## src/verilog/aac_pkg.sv

```systemverilog
// package: opcode fields, flag positions and timing for the accumulator ops block
package aac_pkg;
	// ----------------------------------------
	// instruction word layout
	// ----------------------------------------
	localparam int INSN_W = 14; // program word width
	localparam int DATA_W = 8; // datapath width
	localparam int IDX_W = 7; // file register index width
	localparam int TOP_HI = 13; // top two bits of the word
	localparam int TOP_LO = 12;
	localparam int OPF_HI = 11; // next four-bit field
	localparam int OPF_LO = 8;
	localparam int DEST_BIT = 7; // destination select bit
	localparam int HALF_BIT = 4; // carry out of bit 3 lands here in a 5-bit sum
	localparam logic [1:0] TOP_LIT = 2'h3; // literal and control group
	localparam logic [1:0] TOP_BYTE = 2'h0; // byte-oriented group
	localparam logic [3:0] OPF_ADDI = 4'he; // 111x, low bit masked
	localparam logic [3:0] OPF_ADDI_MASK = 4'he;
	localparam logic [3:0] OPF_ANDI = 4'h9;
	localparam logic [3:0] OPF_ADDR = 4'h7;
	localparam logic [3:0] OPF_ANDR = 4'h5;
	localparam logic DEST_ACC = 1'b0; // 0: accumulator, 1: file register
	localparam logic [7:0] ACC_RESET = 8'h00;
	// ----------------------------------------
	// timing
	// ----------------------------------------
	localparam int OSC_PER_CYCLE = 4; // oscillator periods per instruction cycle
	localparam logic [1:0] PHASE_LAST = 2'(OSC_PER_CYCLE - 1);
	// operation classes
	typedef enum logic [2:0] {
		AAC_OP_NONE = 3'b000,
		AAC_OP_ADDI = 3'b001,
		AAC_OP_ANDI = 3'b010,
		AAC_OP_ADDR = 3'b011,
		AAC_OP_ANDR = 3'b100
	} aac_op_t;
endpackage

```

## src/verilog/aac_alu.sv

```systemverilog
// combinational add/and unit with carry, half carry and zero outputs
`timescale 1ns/1ps
module aac_alu #(
	parameter int W = 8
) (
	// operands
	input wire logic [W-1:0] opA,
	input wire logic [W-1:0] opB,
	input wire logic doAnd,
	// result and flags
	output logic [W-1:0] result,
	output logic carryOut,
	output logic halfOut,
	output logic zeroOut
);
	import aac_pkg::*;
	// full-width and low-nibble sums
	wire logic [W:0] sumFull;
	wire logic [HALF_BIT:0] sumHalf;
	assign sumFull = {1'b0, opA} + {1'b0, opB};
	assign sumHalf = {1'b0, opA[HALF_BIT-1:0]} + {1'b0, opB[HALF_BIT-1:0]};
	assign result = doAnd ? (opA & opB) : sumFull[W-1:0];
	assign carryOut = sumFull[W]; // carry out of bit 7
	assign halfOut = sumHalf[HALF_BIT]; // carry out of bit 3
	assign zeroOut = (result == '0); // zero exactly when result is zero
endmodule

```

## src/verilog/aac_core.sv

```systemverilog
// accumulator execution datapath for add/and with immediate and file operands
// ----------------------------------------
// Summary of operation
// - add immediate to accumulator, update three flags
// - and immediate into accumulator, only zero flag
// - add accumulator and indexed file register, three flags
// - and with file register, only zero flag
// - destination bit picks accumulator or file register
// - one word, one four-phase instruction cycle
// ----------------------------------------
`timescale 1ns/1ps
module aac_core #(
	parameter int PHASES = aac_pkg::OSC_PER_CYCLE
) (
	// clock and reset
	core_clk,
	resetn,
	// instruction from decoder
	insnWord,
	insnValid,
	// file register read port
	fileIdx,
	fileRdData,
	// file register write port
	fileWrEn,
	fileWrData,
	// state
	accOut,
	carryFlag,
	halfByteOverflowFlag,
	zeroFlag,
	cycleDone,
	opAccepted
);
	import aac_pkg::*;
	input wire logic core_clk;
	input wire logic resetn;
	input wire logic [aac_pkg::INSN_W-1:0] insnWord;
	input wire logic insnValid;
	output logic [aac_pkg::IDX_W-1:0] fileIdx;
	input wire logic [aac_pkg::DATA_W-1:0] fileRdData;
	output logic fileWrEn;
	output logic [aac_pkg::DATA_W-1:0] fileWrData;
	output logic [aac_pkg::DATA_W-1:0] accOut;
	output logic carryFlag;
	output logic halfByteOverflowFlag;
	output logic zeroFlag;
	output logic cycleDone;
	output logic opAccepted;

	// ----------------------------------------
	// phase counter: one instruction cycle is four clock phases
	// ----------------------------------------
	logic [1:0] phase_q; // current phase
	logic [1:0] phase_d;
	logic busy_q; // an instruction is in flight
	logic busy_d;
	logic [INSN_W-1:0] insn_q; // latched program word
	logic [INSN_W-1:0] insn_d;
	wire logic lastPhase;
	wire logic startOp;
	assign lastPhase = busy_q && (phase_q == 2'(PHASES - 1));
	// a word is only taken while idle or in the last phase, so words never overlap
	assign startOp = insnValid && (!busy_q || lastPhase);
	assign opAccepted = startOp;
	assign phase_d = startOp ? 2'h0 : (busy_q ? phase_q + 2'h1 : 2'h0);
	assign busy_d = startOp || (busy_q && !lastPhase);
	assign insn_d = startOp ? insnWord : insn_q;

	// ----------------------------------------
	// decode
	// ----------------------------------------
	wire logic [1:0] topBits;
	wire logic [3:0] opField;
	aac_op_t opKind;
	assign topBits = insn_q[TOP_HI:TOP_LO];
	assign opField = insn_q[OPF_HI:OPF_LO];
	// the add-immediate field ignores its low bit, so two field codes map to one op
	assign opKind =
		(topBits == TOP_LIT && (opField & OPF_ADDI_MASK) == OPF_ADDI) ? AAC_OP_ADDI :
		(topBits == TOP_LIT && opField == OPF_ANDI) ? AAC_OP_ANDI :
		(topBits == TOP_BYTE && opField == OPF_ADDR) ? AAC_OP_ADDR :
		(topBits == TOP_BYTE && opField == OPF_ANDR) ? AAC_OP_ANDR :
		AAC_OP_NONE;
	wire logic isImm;
	wire logic isAnd;
	wire logic toFile;
	assign isImm = (opKind == AAC_OP_ADDI) || (opKind == AAC_OP_ANDI);
	assign isAnd = (opKind == AAC_OP_ANDI) || (opKind == AAC_OP_ANDR);
	// other opcodes belong to other units and leave this state alone
	assign toFile = !isImm && (opKind != AAC_OP_NONE) && (insn_q[DEST_BIT] != DEST_ACC);
	assign fileIdx = insn_q[IDX_W-1:0];

	// ----------------------------------------
	// alu
	// ----------------------------------------
	wire logic [DATA_W-1:0] operandB;
	wire logic [DATA_W-1:0] aluRes;
	wire logic aluC;
	wire logic aluH;
	wire logic aluZ;
	assign operandB = isImm ? insn_q[DATA_W-1:0] : fileRdData;
	aac_alu #(.W(DATA_W)) uAlu (
		.opA(accOut),
		.opB(operandB),
		.doAnd(isAnd),
		.result(aluRes),
		.carryOut(aluC),
		.halfOut(aluH),
		.zeroOut(aluZ)
	);

	// ----------------------------------------
	// commit at the end of the instruction cycle
	// ----------------------------------------
	wire logic commit;
	wire logic setArith;
	assign commit = lastPhase && (opKind != AAC_OP_NONE);
	assign setArith = commit && !isAnd; // and ops keep carry flags
	logic [DATA_W-1:0] acc_d;
	logic c_d;
	logic h_d;
	logic z_d;
	assign acc_d = (commit && !toFile) ? aluRes : accOut;
	assign c_d = setArith ? aluC : carryFlag;
	assign h_d = setArith ? aluH : halfByteOverflowFlag;
	assign z_d = commit ? aluZ : zeroFlag;

	// sequencing state
	always_ff @(posedge core_clk) begin
		if (!resetn) begin
			phase_q <= 2'h0;
			busy_q <= 1'b0;
			insn_q <= '0;
		end else begin
			phase_q <= phase_d;
			busy_q <= busy_d;
			insn_q <= insn_d;
		end
	end

	// architectural state and write port
	always_ff @(posedge core_clk) begin
		if (!resetn) begin
			accOut <= ACC_RESET;
			carryFlag <= 1'b0;
			halfByteOverflowFlag <= 1'b0;
			zeroFlag <= 1'b0;
			fileWrEn <= 1'b0;
			fileWrData <= '0;
			cycleDone <= 1'b0;
		end else begin
			accOut <= acc_d;
			carryFlag <= c_d;
			halfByteOverflowFlag <= h_d;
			zeroFlag <= z_d;
			fileWrEn <= commit && toFile;
			fileWrData <= (commit && toFile) ? aluRes : fileWrData;
			cycleDone <= lastPhase;
		end
	end

	// ----------------------------------------
	// assertions
	// ----------------------------------------
	// reference sums built apart from the alu, so a broken adder cannot agree with itself
	wire logic [DATA_W:0] refSum;
	wire logic [HALF_BIT:0] refLow;
	wire logic refCarry;
	wire logic refHalf;
	wire logic refZero;
	assign refSum = {1'b0, accOut} + {1'b0, operandB};
	assign refLow = {1'b0, accOut[HALF_BIT-1:0]} + {1'b0, operandB[HALF_BIT-1:0]};
	assign refCarry = refSum[DATA_W];
	assign refHalf = refLow[HALF_BIT];
	// and ops compare against a plain mask, add ops against the reference sum
	assign refZero = isAnd ? ((accOut & operandB) == '0) : (refSum[DATA_W-1:0] == '0);
	a_cycle_length: assert property (@(posedge core_clk) disable iff (!resetn)
		startOp |=> !lastPhase [*3] ##1 lastPhase)
		else $error("instruction cycle not four phases");
	a_addi_result: assert property (@(posedge core_clk) disable iff (!resetn)
		(commit && opKind == AAC_OP_ADDI) |=> accOut == 8'($past(accOut) + $past(insn_q[7:0])))
		else $error("add immediate result wrong");
	a_andi_flags: assert property (@(posedge core_clk) disable iff (!resetn)
		(commit && opKind == AAC_OP_ANDI) |=> $stable(carryFlag) && $stable(halfByteOverflowFlag)
			&& accOut == ($past(accOut) & $past(insn_q[7:0])))
		else $error("and immediate touched carry flags or wrong result");
	a_addr_carry: assert property (@(posedge core_clk) disable iff (!resetn)
		(commit && opKind == AAC_OP_ADDR) |=> carryFlag == $past(aluC)
			&& fileWrData == ($past(toFile) ? 8'($past(accOut) + $past(fileRdData)) : fileWrData))
		else $error("add register carry or sum wrong");
	a_andr_keep: assert property (@(posedge core_clk) disable iff (!resetn)
		(commit && opKind == AAC_OP_ANDR) |=> $stable(carryFlag) && $stable(halfByteOverflowFlag))
		else $error("and register changed carry flags");
	a_dest_file: assert property (@(posedge core_clk) disable iff (!resetn)
		(commit && toFile) |=> fileWrEn && $stable(accOut))
		else $error("file destination wrote accumulator");
	a_dest_acc: assert property (@(posedge core_clk) disable iff (!resetn)
		(commit && !toFile) |=> !fileWrEn)
		else $error("accumulator destination wrote file");
	a_zero_exact: assert property (@(posedge core_clk) disable iff (!resetn)
		$past(commit) |-> zeroFlag == ($past(aluRes) == 8'h00))
		else $error("zero flag mismatch");
	a_arith_flags: assert property (@(posedge core_clk) disable iff (!resetn)
		setArith |=> carryFlag == $past(refCarry) && halfByteOverflowFlag == $past(refHalf))
		else $error("carry or half carry differs from reference sum");
	a_zero_ref: assert property (@(posedge core_clk) disable iff (!resetn)
		commit |=> zeroFlag == $past(refZero))
		else $error("zero flag differs from reference result");
	a_addr_acc: assert property (@(posedge core_clk) disable iff (!resetn)
		(commit && opKind == AAC_OP_ADDR && !toFile) |=> accOut == 8'($past(accOut) + $past(fileRdData)))
		else $error("add register accumulator sum wrong");
	a_andr_file: assert property (@(posedge core_clk) disable iff (!resetn)
		(commit && opKind == AAC_OP_ANDR && toFile) |=> fileWrData == ($past(accOut) & $past(fileRdData)))
		else $error("and register file result wrong");
	a_done_after: assert property (@(posedge core_clk) disable iff (!resetn)
		startOp |-> ##5 cycleDone)
		else $error("done pulse not one instruction cycle after acceptance");
	// words for other units must leave the accumulator, zero flag and file untouched
	a_other_quiet: assert property (@(posedge core_clk) disable iff (!resetn)
		(lastPhase && opKind == AAC_OP_NONE) |=> $stable(accOut) && $stable(zeroFlag) && !fileWrEn)
		else $error("foreign word changed block state");
	c_addi: cover property (@(posedge core_clk) disable iff (!resetn) commit && opKind == AAC_OP_ADDI);
	c_andr_file: cover property (@(posedge core_clk) disable iff (!resetn)
		commit && opKind == AAC_OP_ANDR && toFile);
	c_carry_set: cover property (@(posedge core_clk) disable iff (!resetn) setArith && aluC && aluH);
	c_back_to_back: cover property (@(posedge core_clk) disable iff (!resetn) lastPhase && startOp);
	c_zero_add: cover property (@(posedge core_clk) disable iff (!resetn) setArith && aluZ && aluC);
endmodule

```

## config.mk

```make
export PLATFORM = sky130hd
export DESIGN_NAME = aac_core
export DESIGN_NICKNAME = d
export VERILOG_FILES = /design/src/verilog/aac_pkg.sv /design/src/verilog/aac_alu.sv /design/src/verilog/aac_core.sv
export SDC_FILE = /design/constraint.sdc
export NUM_CORES = 1
export LEC_CHECK = 0
export ABC_AREA = 0
export BUFFER_PORTS_ARGS = -buffer_cell sky130_fd_sc_hd__buf_4
export CELL_PAD_IN_SITES_DETAIL_PLACEMENT = 1
export CELL_PAD_IN_SITES_GLOBAL_PLACEMENT = 1
export CORE_MARGIN = 2
export CORE_UTILIZATION = 38
export DETAILED_ROUTE_END_ITERATION = 7
export PLACE_DENSITY = 0.88
export RECOVER_POWER = 50
export SLEW_MARGIN = 20
export SYNTH_ARGS = -nofsm -noshare
export SYNTH_HDL_FRONTEND = slang
export SYNTH_SLANG_ARGS = --single-unit
```

## constraint.sdc

```tcl
create_clock -name core_clk -period 3.1 [get_ports core_clk]
set_input_delay 0.31 -clock core_clk [delete_from_list [all_inputs] [get_ports core_clk]]
set_output_delay 0.31 -clock core_clk [all_outputs]
set_load 0.02 [all_outputs]
```

Word-level counts from Yosys, hierarchy flattened
Index checks and enable logic that the tools add are counted.
{"block": "totals", "out_inout_bits": 29, "rom_bits": 0, "mem_bits_rw": 0, "n_memories": 0, "latchBits": 0, "reg_bits": 38}
{"block": "op_classes", "muxes": 6, "n_addsub": 3, "n_shift": 0, "div_mod_pow": 0, "magnitude_cmp": 0, "n_mul": 0, "eq_ne": 9, "n_reduce_logical": 26, "bitwise_logic": 3}
{"cell": "$mux W8", "n": 2}
{"cell": "$logic_and A1 B1 Y1", "n": 13}
{"cell": "$mux W3", "n": 4}
{"cell": "$add A8 B8 Y9", "n": 1}
{"cell": "$and A8 B8 Y8", "n": 1}
{"cell": "$eq A4 B3 Y1 const B", "n": 2}
{"cell": "$logic_not A8 Y1", "n": 1}
{"cell": "$eq A3 B3 Y1 const B", "n": 2}
{"cell": "$add A4 B4 Y5", "n": 1}
{"cell": "$logic_not A1 Y1", "n": 5}
{"cell": "$eq A2 B2 Y1 const B", "n": 2}
{"cell": "$eq A4 B4 Y1 const B", "n": 1}
{"cell": "$logic_or A1 B1 Y1", "n": 4}
{"cell": "$eq A3 B1 Y1 const B", "n": 1}
{"cell": "$eq A3 B2 Y1 const B", "n": 1}
{"cell": "$reduce_bool A3 Y1", "n": 1}
{"cell": "$reduce_or A3 Y1", "n": 1}
{"cell": "$add A2 B1 Y2 const B", "n": 1}
{"cell": "$logic_not A2 Y1", "n": 1}
{"cell": "$not A1 Y1", "n": 2}

Logic depth before layout (Yosys ltp)
{"block": "depth", "word_depth": 13, "ltp_mapped": 12, "mapped_depth_nobuf": 12}

Cells and area by module
A second synthesis with hierarchy kept.
{"block": "unflattened", "cells_unflattened": 253, "area_unflattened_um2": 2192.1}
{"mod": "aac_core", "cells_each": 181, "instances": 1, "area_each_um2": 1642.8}
{"mod": "aac_alu", "cells_each": 72, "instances": 1, "area_each_um2": 549.3}

Worst setup path after synthesis
No wires, ideal clock.
{"block": "synth_path", "path_kind": "register to register", "from": "register insn_q[8]", "to": "register zeroFlag", "setup_ns": 0.087, "setup_slack_ns": 0.373, "arrival_time_ns": 2.640, "period_less_slack_ns": 2.727, "stages_incl_launch_ff": 13, "path_buffers": 0, "cell_sequence": "dfxtp_1 -> nor3b_1 -> o21ai_4 -> mux2_2 -> ha_1 -> inv_1 -> fa_1 -> nand2b_1 -> a21oi_1 -> o31a_1 -> nor3_1 -> o31a_1 -> o31ai_1"}
{"block": "synth_via", "elab_chain_cells": 12, "word_cells_on_any_way": 22}
{"element": "from (decl)", "line_no": "aac_core.sv:58", "text": "logic [INSN_W-1:0] insn_q;"}
{"element": "from (signal assigned)", "line_no": "aac_core.sv:138", "text": "insn_q <= insn_d;"}
{"element": "$eq A4 B3 Y1", "line_no": "aac_core.sv:83", "text": "(topBits == TOP_BYTE && opField == OPF_ANDR) ? AAC_OP_ANDR :"}
{"element": "$logic_and A1 B1 Y1", "line_no": "aac_core.sv:83"}
{"element": "$mux W3", "line_no": "aac_core.sv:83"}
{"element": "$mux W3", "line_no": "aac_core.sv:82", "text": "(topBits == TOP_BYTE && opField == OPF_ADDR) ? AAC_OP_ADDR :"}
{"element": "$mux W3 (*)", "line_no": "aac_core.sv:81", "text": "(topBits == TOP_LIT && opField == OPF_ANDI) ? AAC_OP_ANDI :"}
{"element": "$mux W3 (*)", "line_no": "aac_core.sv:80", "text": "(topBits == TOP_LIT && (opField & OPF_ADDI_MASK) == OPF_ADDI) ? AAC_OP_ADDI :"}
{"element": "$eq A3 B1 Y1 or $eq A3 B2 Y1 (tied branches)", "line_no": "aac_core.sv:88, aac_core.sv:89"}
{"element": "$logic_or A1 B1 Y1", "line_no": "aac_core.sv:88", "text": "assign isImm = (opKind == AAC_OP_ADDI) || (opKind == AAC_OP_ANDI);"}
{"element": "$mux W8", "line_no": "aac_core.sv:102", "text": "assign operandB = isImm ? insn_q[DATA_W-1:0] : fileRdData;"}
{"element": "$add A8 B8 Y9 or $and A8 B8 Y8 (tied branches)"}
{"element": "$mux W8", "line_no": "aac_alu.sv:22", "text": "assign result = doAnd ? (opA & opB) : sumFull[W-1:0];"}
{"element": "$logic_not A8 Y1", "line_no": "aac_alu.sv:25", "text": "assign zeroOut = (result == '0);"}
{"element": "to (signal assigned)", "line_no": "aac_core.sv:156", "text": "zeroFlag <= z_d;"}
{"element": "to (decl)", "line_no": "aac_core.sv:47", "text": "output logic zeroFlag;"}
Every way passes the cells marked *; elsewhere a longest branch is shown, timed or not.
A chain may end at the register's enable or synchronous reset.

Final worst setup path
{"block": "layout_path", "from": "register insn_q[9]", "to": "register zeroFlag"}
{"block": "layout_via", "elab_chain_cells": 12, "word_cells_on_any_way": 24}
{"element": "$eq A4 B3 Y1", "line_no": "aac_core.sv:83"}
{"element": "$logic_and A1 B1 Y1", "line_no": "aac_core.sv:83"}
{"element": "$mux W3", "line_no": "aac_core.sv:83"}
{"element": "$mux W3", "line_no": "aac_core.sv:82"}
{"element": "$mux W3", "line_no": "aac_core.sv:81"}
{"element": "$mux W3 (*)", "line_no": "aac_core.sv:80"}
{"element": "$eq A3 B1 Y1 or $eq A3 B2 Y1 (tied branches)", "line_no": "aac_core.sv:88, aac_core.sv:89"}
{"element": "$logic_or A1 B1 Y1", "line_no": "aac_core.sv:88"}
{"element": "$mux W8", "line_no": "aac_core.sv:102"}
{"element": "$add A8 B8 Y9 or $and A8 B8 Y8 (tied branches)"}
{"element": "$mux W8", "line_no": "aac_alu.sv:22"}
{"element": "$logic_not A8 Y1", "line_no": "aac_alu.sv:25"}
Marked as above.

==> Implementation_results.wiki <==
{| class="wikitable"
! Metric !! Value
|-
| Result of the run || complete, no violations
|-
| Transition time at the pin with the least slew margin || 0.733 ns
|-
| Remaining antenna violation count after routing || 0
|-
| Maximum Capacitance Violations || 0
|-
| Count of vias placed by the detailed router || 1,941
|-
| Count of TritonRoute iterations in the first routing pass || 4
|-
| Floorplan Core Area || 5170 sq um
|-
| Source-to-sink clock delay at the later pin of the worst-skew pair || 0.29 ns
|-
| Depth of the most critical reg-to-reg path || 12
|-
| Count of unique library cells instantiated by Yosys || 45
|-
| Launching instance or port of the critical path || insn_q[9]
|-
| Total die area || 6030 sq um
|-
| Cell Pwr Density || 394 nW/um^2
|-
| Placement-stage cell area || 2470 sq um
|-
| Fillers || 654
|-
| Worst max-slew margin expressed relative to the limit || 51.1%
|-
| Per-instance average area after synthesis || 8.49 sq um
|-
| Critical R2R Capture || zeroFlag
|-
| TritonCTS clock tree || done
|-
| Share of the clock period used by the worst path || 95.3%
|-
| Area of the multi-input gates || 1190 sq um
|-
| Basic-gate share of the synthesized area counting and, or, nand and nor cells || 20.2%
|-
| Number of synthesized register bits || 38
|-
| Number of max-slew violations in the final report || 0
|-
| Final Net Count || 327
|-
| Final core area utilization || 48.2%
|-
| CP Capture Type || flip-flop
|-
| CTS HTree Levels || 2
|-
| Fraction of synthesized area in multiplexers || 7.76%
|-
| Pin count of the biggest net entering global routing || 31
|-
| Total clock buffers created by CTS || 5
|-
| Initial cell density of the core || 39.9%
|-
| Root buffer selected by CTS || sky130_fd_sc_hd__clkbuf_8
|-
| Post-DR vias/cell || 5.35
|-
| Most common library cell in the layout ignoring fill and taps || sky130_fd_sc_hd__nand2_1
|-
| Post-route insts no fill || 363
|-
| Vertical die dimension || 77.7 um
|-
| Adder and majority cell fraction of the synthesized area || 6.43%
|-
| First-iteration detailed-routing DRC count || 82
|-
| Setup crit start kind || flip-flop
|-
| Register area share after synthesis || 36.9%
|-
| Area Growth Syn to Fin || 20.7%
|-
| Worst IR drop on VDD || 0.000146 V
|-
| Skew final || 0.00563 ns
|-
| Post-synthesis instance total || 243
|-
| Share of flip-flops with an asynchronous set or reset || 0%
|-
| Maximum fanout encountered on the critical timing path || 5
|-
| Detailed Route WL || 5700 um
|-
| Remaining routing DRC violations || 0
|-
| Placed wire-length estimate || 4320 um
|-
| Top-level port count || 54
|-
| Number of clock sinks || 38
|-
| Number of buffers on the longest clock path || 2
|-
| Global-route wire length before repair || 9650 um
|-
| CTS clk-pin slew, worst paths || 0.07 ns
|-
| Post-synth design cell area || 2060 sq um
|-
| Arrival time at the worst endpoint || 3.16 ns
|-
| Overall Global Routing Usage || 20.1%
|-
| Diodes inserted || 0
|-
| Smallest hold slack || 0.251 ns
|-
| RePlAce Congestion || 0.827
|-
| Maximum operating frequency || 0.338 GHz
|-
| Leakage power figure || 0.968 nW
|-
| Tmin final || 2.95 ns
|-
| Initial antenna violation count || 0
|-
| Row cnt || 26
|-
| Hold_sp || insnWord[10]
|-
| Vias in the first global route || 2,008
|-
| Number of warnings printed during yosys synthesis || 0
|-
| Port Buf Inserts || 53
|-
| Crit path capture || zeroFlag
|-
| Number of synthesized flops with an enable pin || 0
|-
| Combinational family with the most area after synthesis || compound AO/OA/AOI/OAI gates
|-
| Commonest non-fill, non-tap cells in the layout || sky130_fd_sc_hd__nand2_1, sky130_fd_sc_hd__dfxtp_1, sky130_fd_sc_hd__clkbuf_1, sky130_fd_sc_hd__buf_4, sky130_fd_sc_hd__a21oi_1
|-
| Post-synthesis compound-gate area fraction || 20.6%
|-
| Number of hold buffers added after CTS || 0
|-
| Syn nets || 278
|-
| Most instantiated flip-flop cell in the synthesis netlist || sky130_fd_sc_hd__dfxtp_1
|-
| WS Path Type || reg -> reg
|-
| Routed wirelength normalized by instance count || 15.7 um
|-
| Die width || 77.7 um
|-
| Register cell area after layout || 767 sq um
|-
| Source of the worst register-to-register timing path || insn_q[9]
|-
| Layout cells sized above 1 || 21.5%
|-
| Worst-case setup slack after placement || 0.0196 ns
|-
| Setup-failing EPs final || 0
|-
| Overflow after GRT || 0
|-
| Classification of the worst-slack hold path || in -> reg
|-
| Placed cell count || 353
|-
| Hold Vio Cnt, Final || 0
|-
| Data required time of the worst path || 3.30 ns
|-
| Register-to-Register Setup Slack || 0.15 ns
|-
| Minimum setup slack in the final design || 0.146 ns
|-
| Final Instance Area || 2490 sq um
|-
| Synth Area in XOR/XNOR || 1.70%
|}
[layout make-up]
class	instances	share of cell area (%)
Multi-Input combinational cell	181	47.7
Clock inverter	1	0.201
Tap cell	70	3.52
Timing Repair Buffer	58	13.1
Inverter	8	1.21
Clock buffer	7	3.47
Sequential cell	38	30.8
[synthesized netlist by cell type, drive strengths merged (2+ instances only)]
cell,count,share of area (%)
a31oi,3,0.91
clkbuf,5,0.97
o31ai,2,0.73
nand2,39,7.1
buf,11,4.0
dfxtp,38,37
nor3,5,1.2
ha,9,5.5
a211oi,11,4.2
mux2i,7,3.4
nand3,3,0.73
inv,8,1.5
xor2,2,0.85
mux2,8,4.4
o31a,2,0.85
o21ai,15,4.5
nor4,3,0.91
nor4b,2,1.9
a21oi,27,7.1
xnor2,2,0.85
nor2,25,5.0
o21a,2,0.73
nand2b,3,0.91
[flip-flops by register name, indices dropped and copies added (netlist names)]
| name | flops |
|---|---|
| carryFlag | 1 |
| busy_q | 1 |
| fileWrData | 8 |
| zeroFlag | 1 |
| insn_q | 14 |
| cycleDone | 1 |
| phase_q | 2 |
| accOut | 8 |
| fileWrEn | 1 |
| halfByteOverflowFlag | 1 |
[where the power goes]
| part | leakage [nW] | total (mW) | switching (mW) | internal [mW] |
|---|---|---|---|---|
| sequential | 0.311 | 0.514 | 0.0137 | 0.501 |
| combinational | 0.609 | 0.114 | 0.0636 | 0.0509 |
| clock | 0.0482 | 0.353 | 0.173 | 0.179 |
[per-layer routing]
metal | GRT usage, % | up-vias | part of all wire [%]
li1 | - | 945 | -
met1 | 24.2 | 944 | 43
met2 | 35.2 | 45 | 51
met3 | 4.77 | 7 | 4.2
met4 | 6.43 | 0 | 1.1
met5 | 0 | - | 0
[worst min path at each step]
stage | to | cells after the start
final | insn_q[10] | 3
after global routing | insn_q[10] | 3
after CTS | insn_q[1] | 3
after detailed placement | phase_q[0] | 1
after global placement | phase_q[0] | 1
after floorplan | phase_q[0] | 1
[worst max-delay path: stages (launching register included)]
cell and delay [ns]:
sky130_fd_sc_hd__dfxtp_1 0.42, sky130_fd_sc_hd__and2_1 0.25, sky130_fd_sc_hd__o21ai_4 0.09, sky130_fd_sc_hd__mux2_2 0.23, sky130_fd_sc_hd__ha_1 0.22, sky130_fd_sc_hd__inv_1 0.09
sky130_fd_sc_hd__fa_1 0.41, sky130_fd_sc_hd__nand2b_1 0.21, sky130_fd_sc_hd__a21oi_2 0.18, sky130_fd_sc_hd__o31a_1 0.16, sky130_fd_sc_hd__nor3_1 0.07, sky130_fd_sc_hd__o31a_1 0.29
sky130_fd_sc_hd__o31ai_1 0.23
[cells by family after synthesis]
family,Yosys count
xor+xnor,4
buf+inv,24
fa+ha+maj,10
simple gates,87
flops,38
mux,15
compound gates,65
[per-stage QoR]
step,power (mW),TNS (ns)
floorplan,0.595,0
detailed placement,0.642,0
CTS,0.996,0
global route,1.03,-0.0131
finish,0.982,0
global placement,0.637,0
[timing repair]
item	4_1_cts	5_1_grt
endpoints found under the setup margin	1	6
setup buffers	0	2
pin swaps	0	1
resized for setup	1	8
Note: power is estimated with default switching activity, not from simulation.
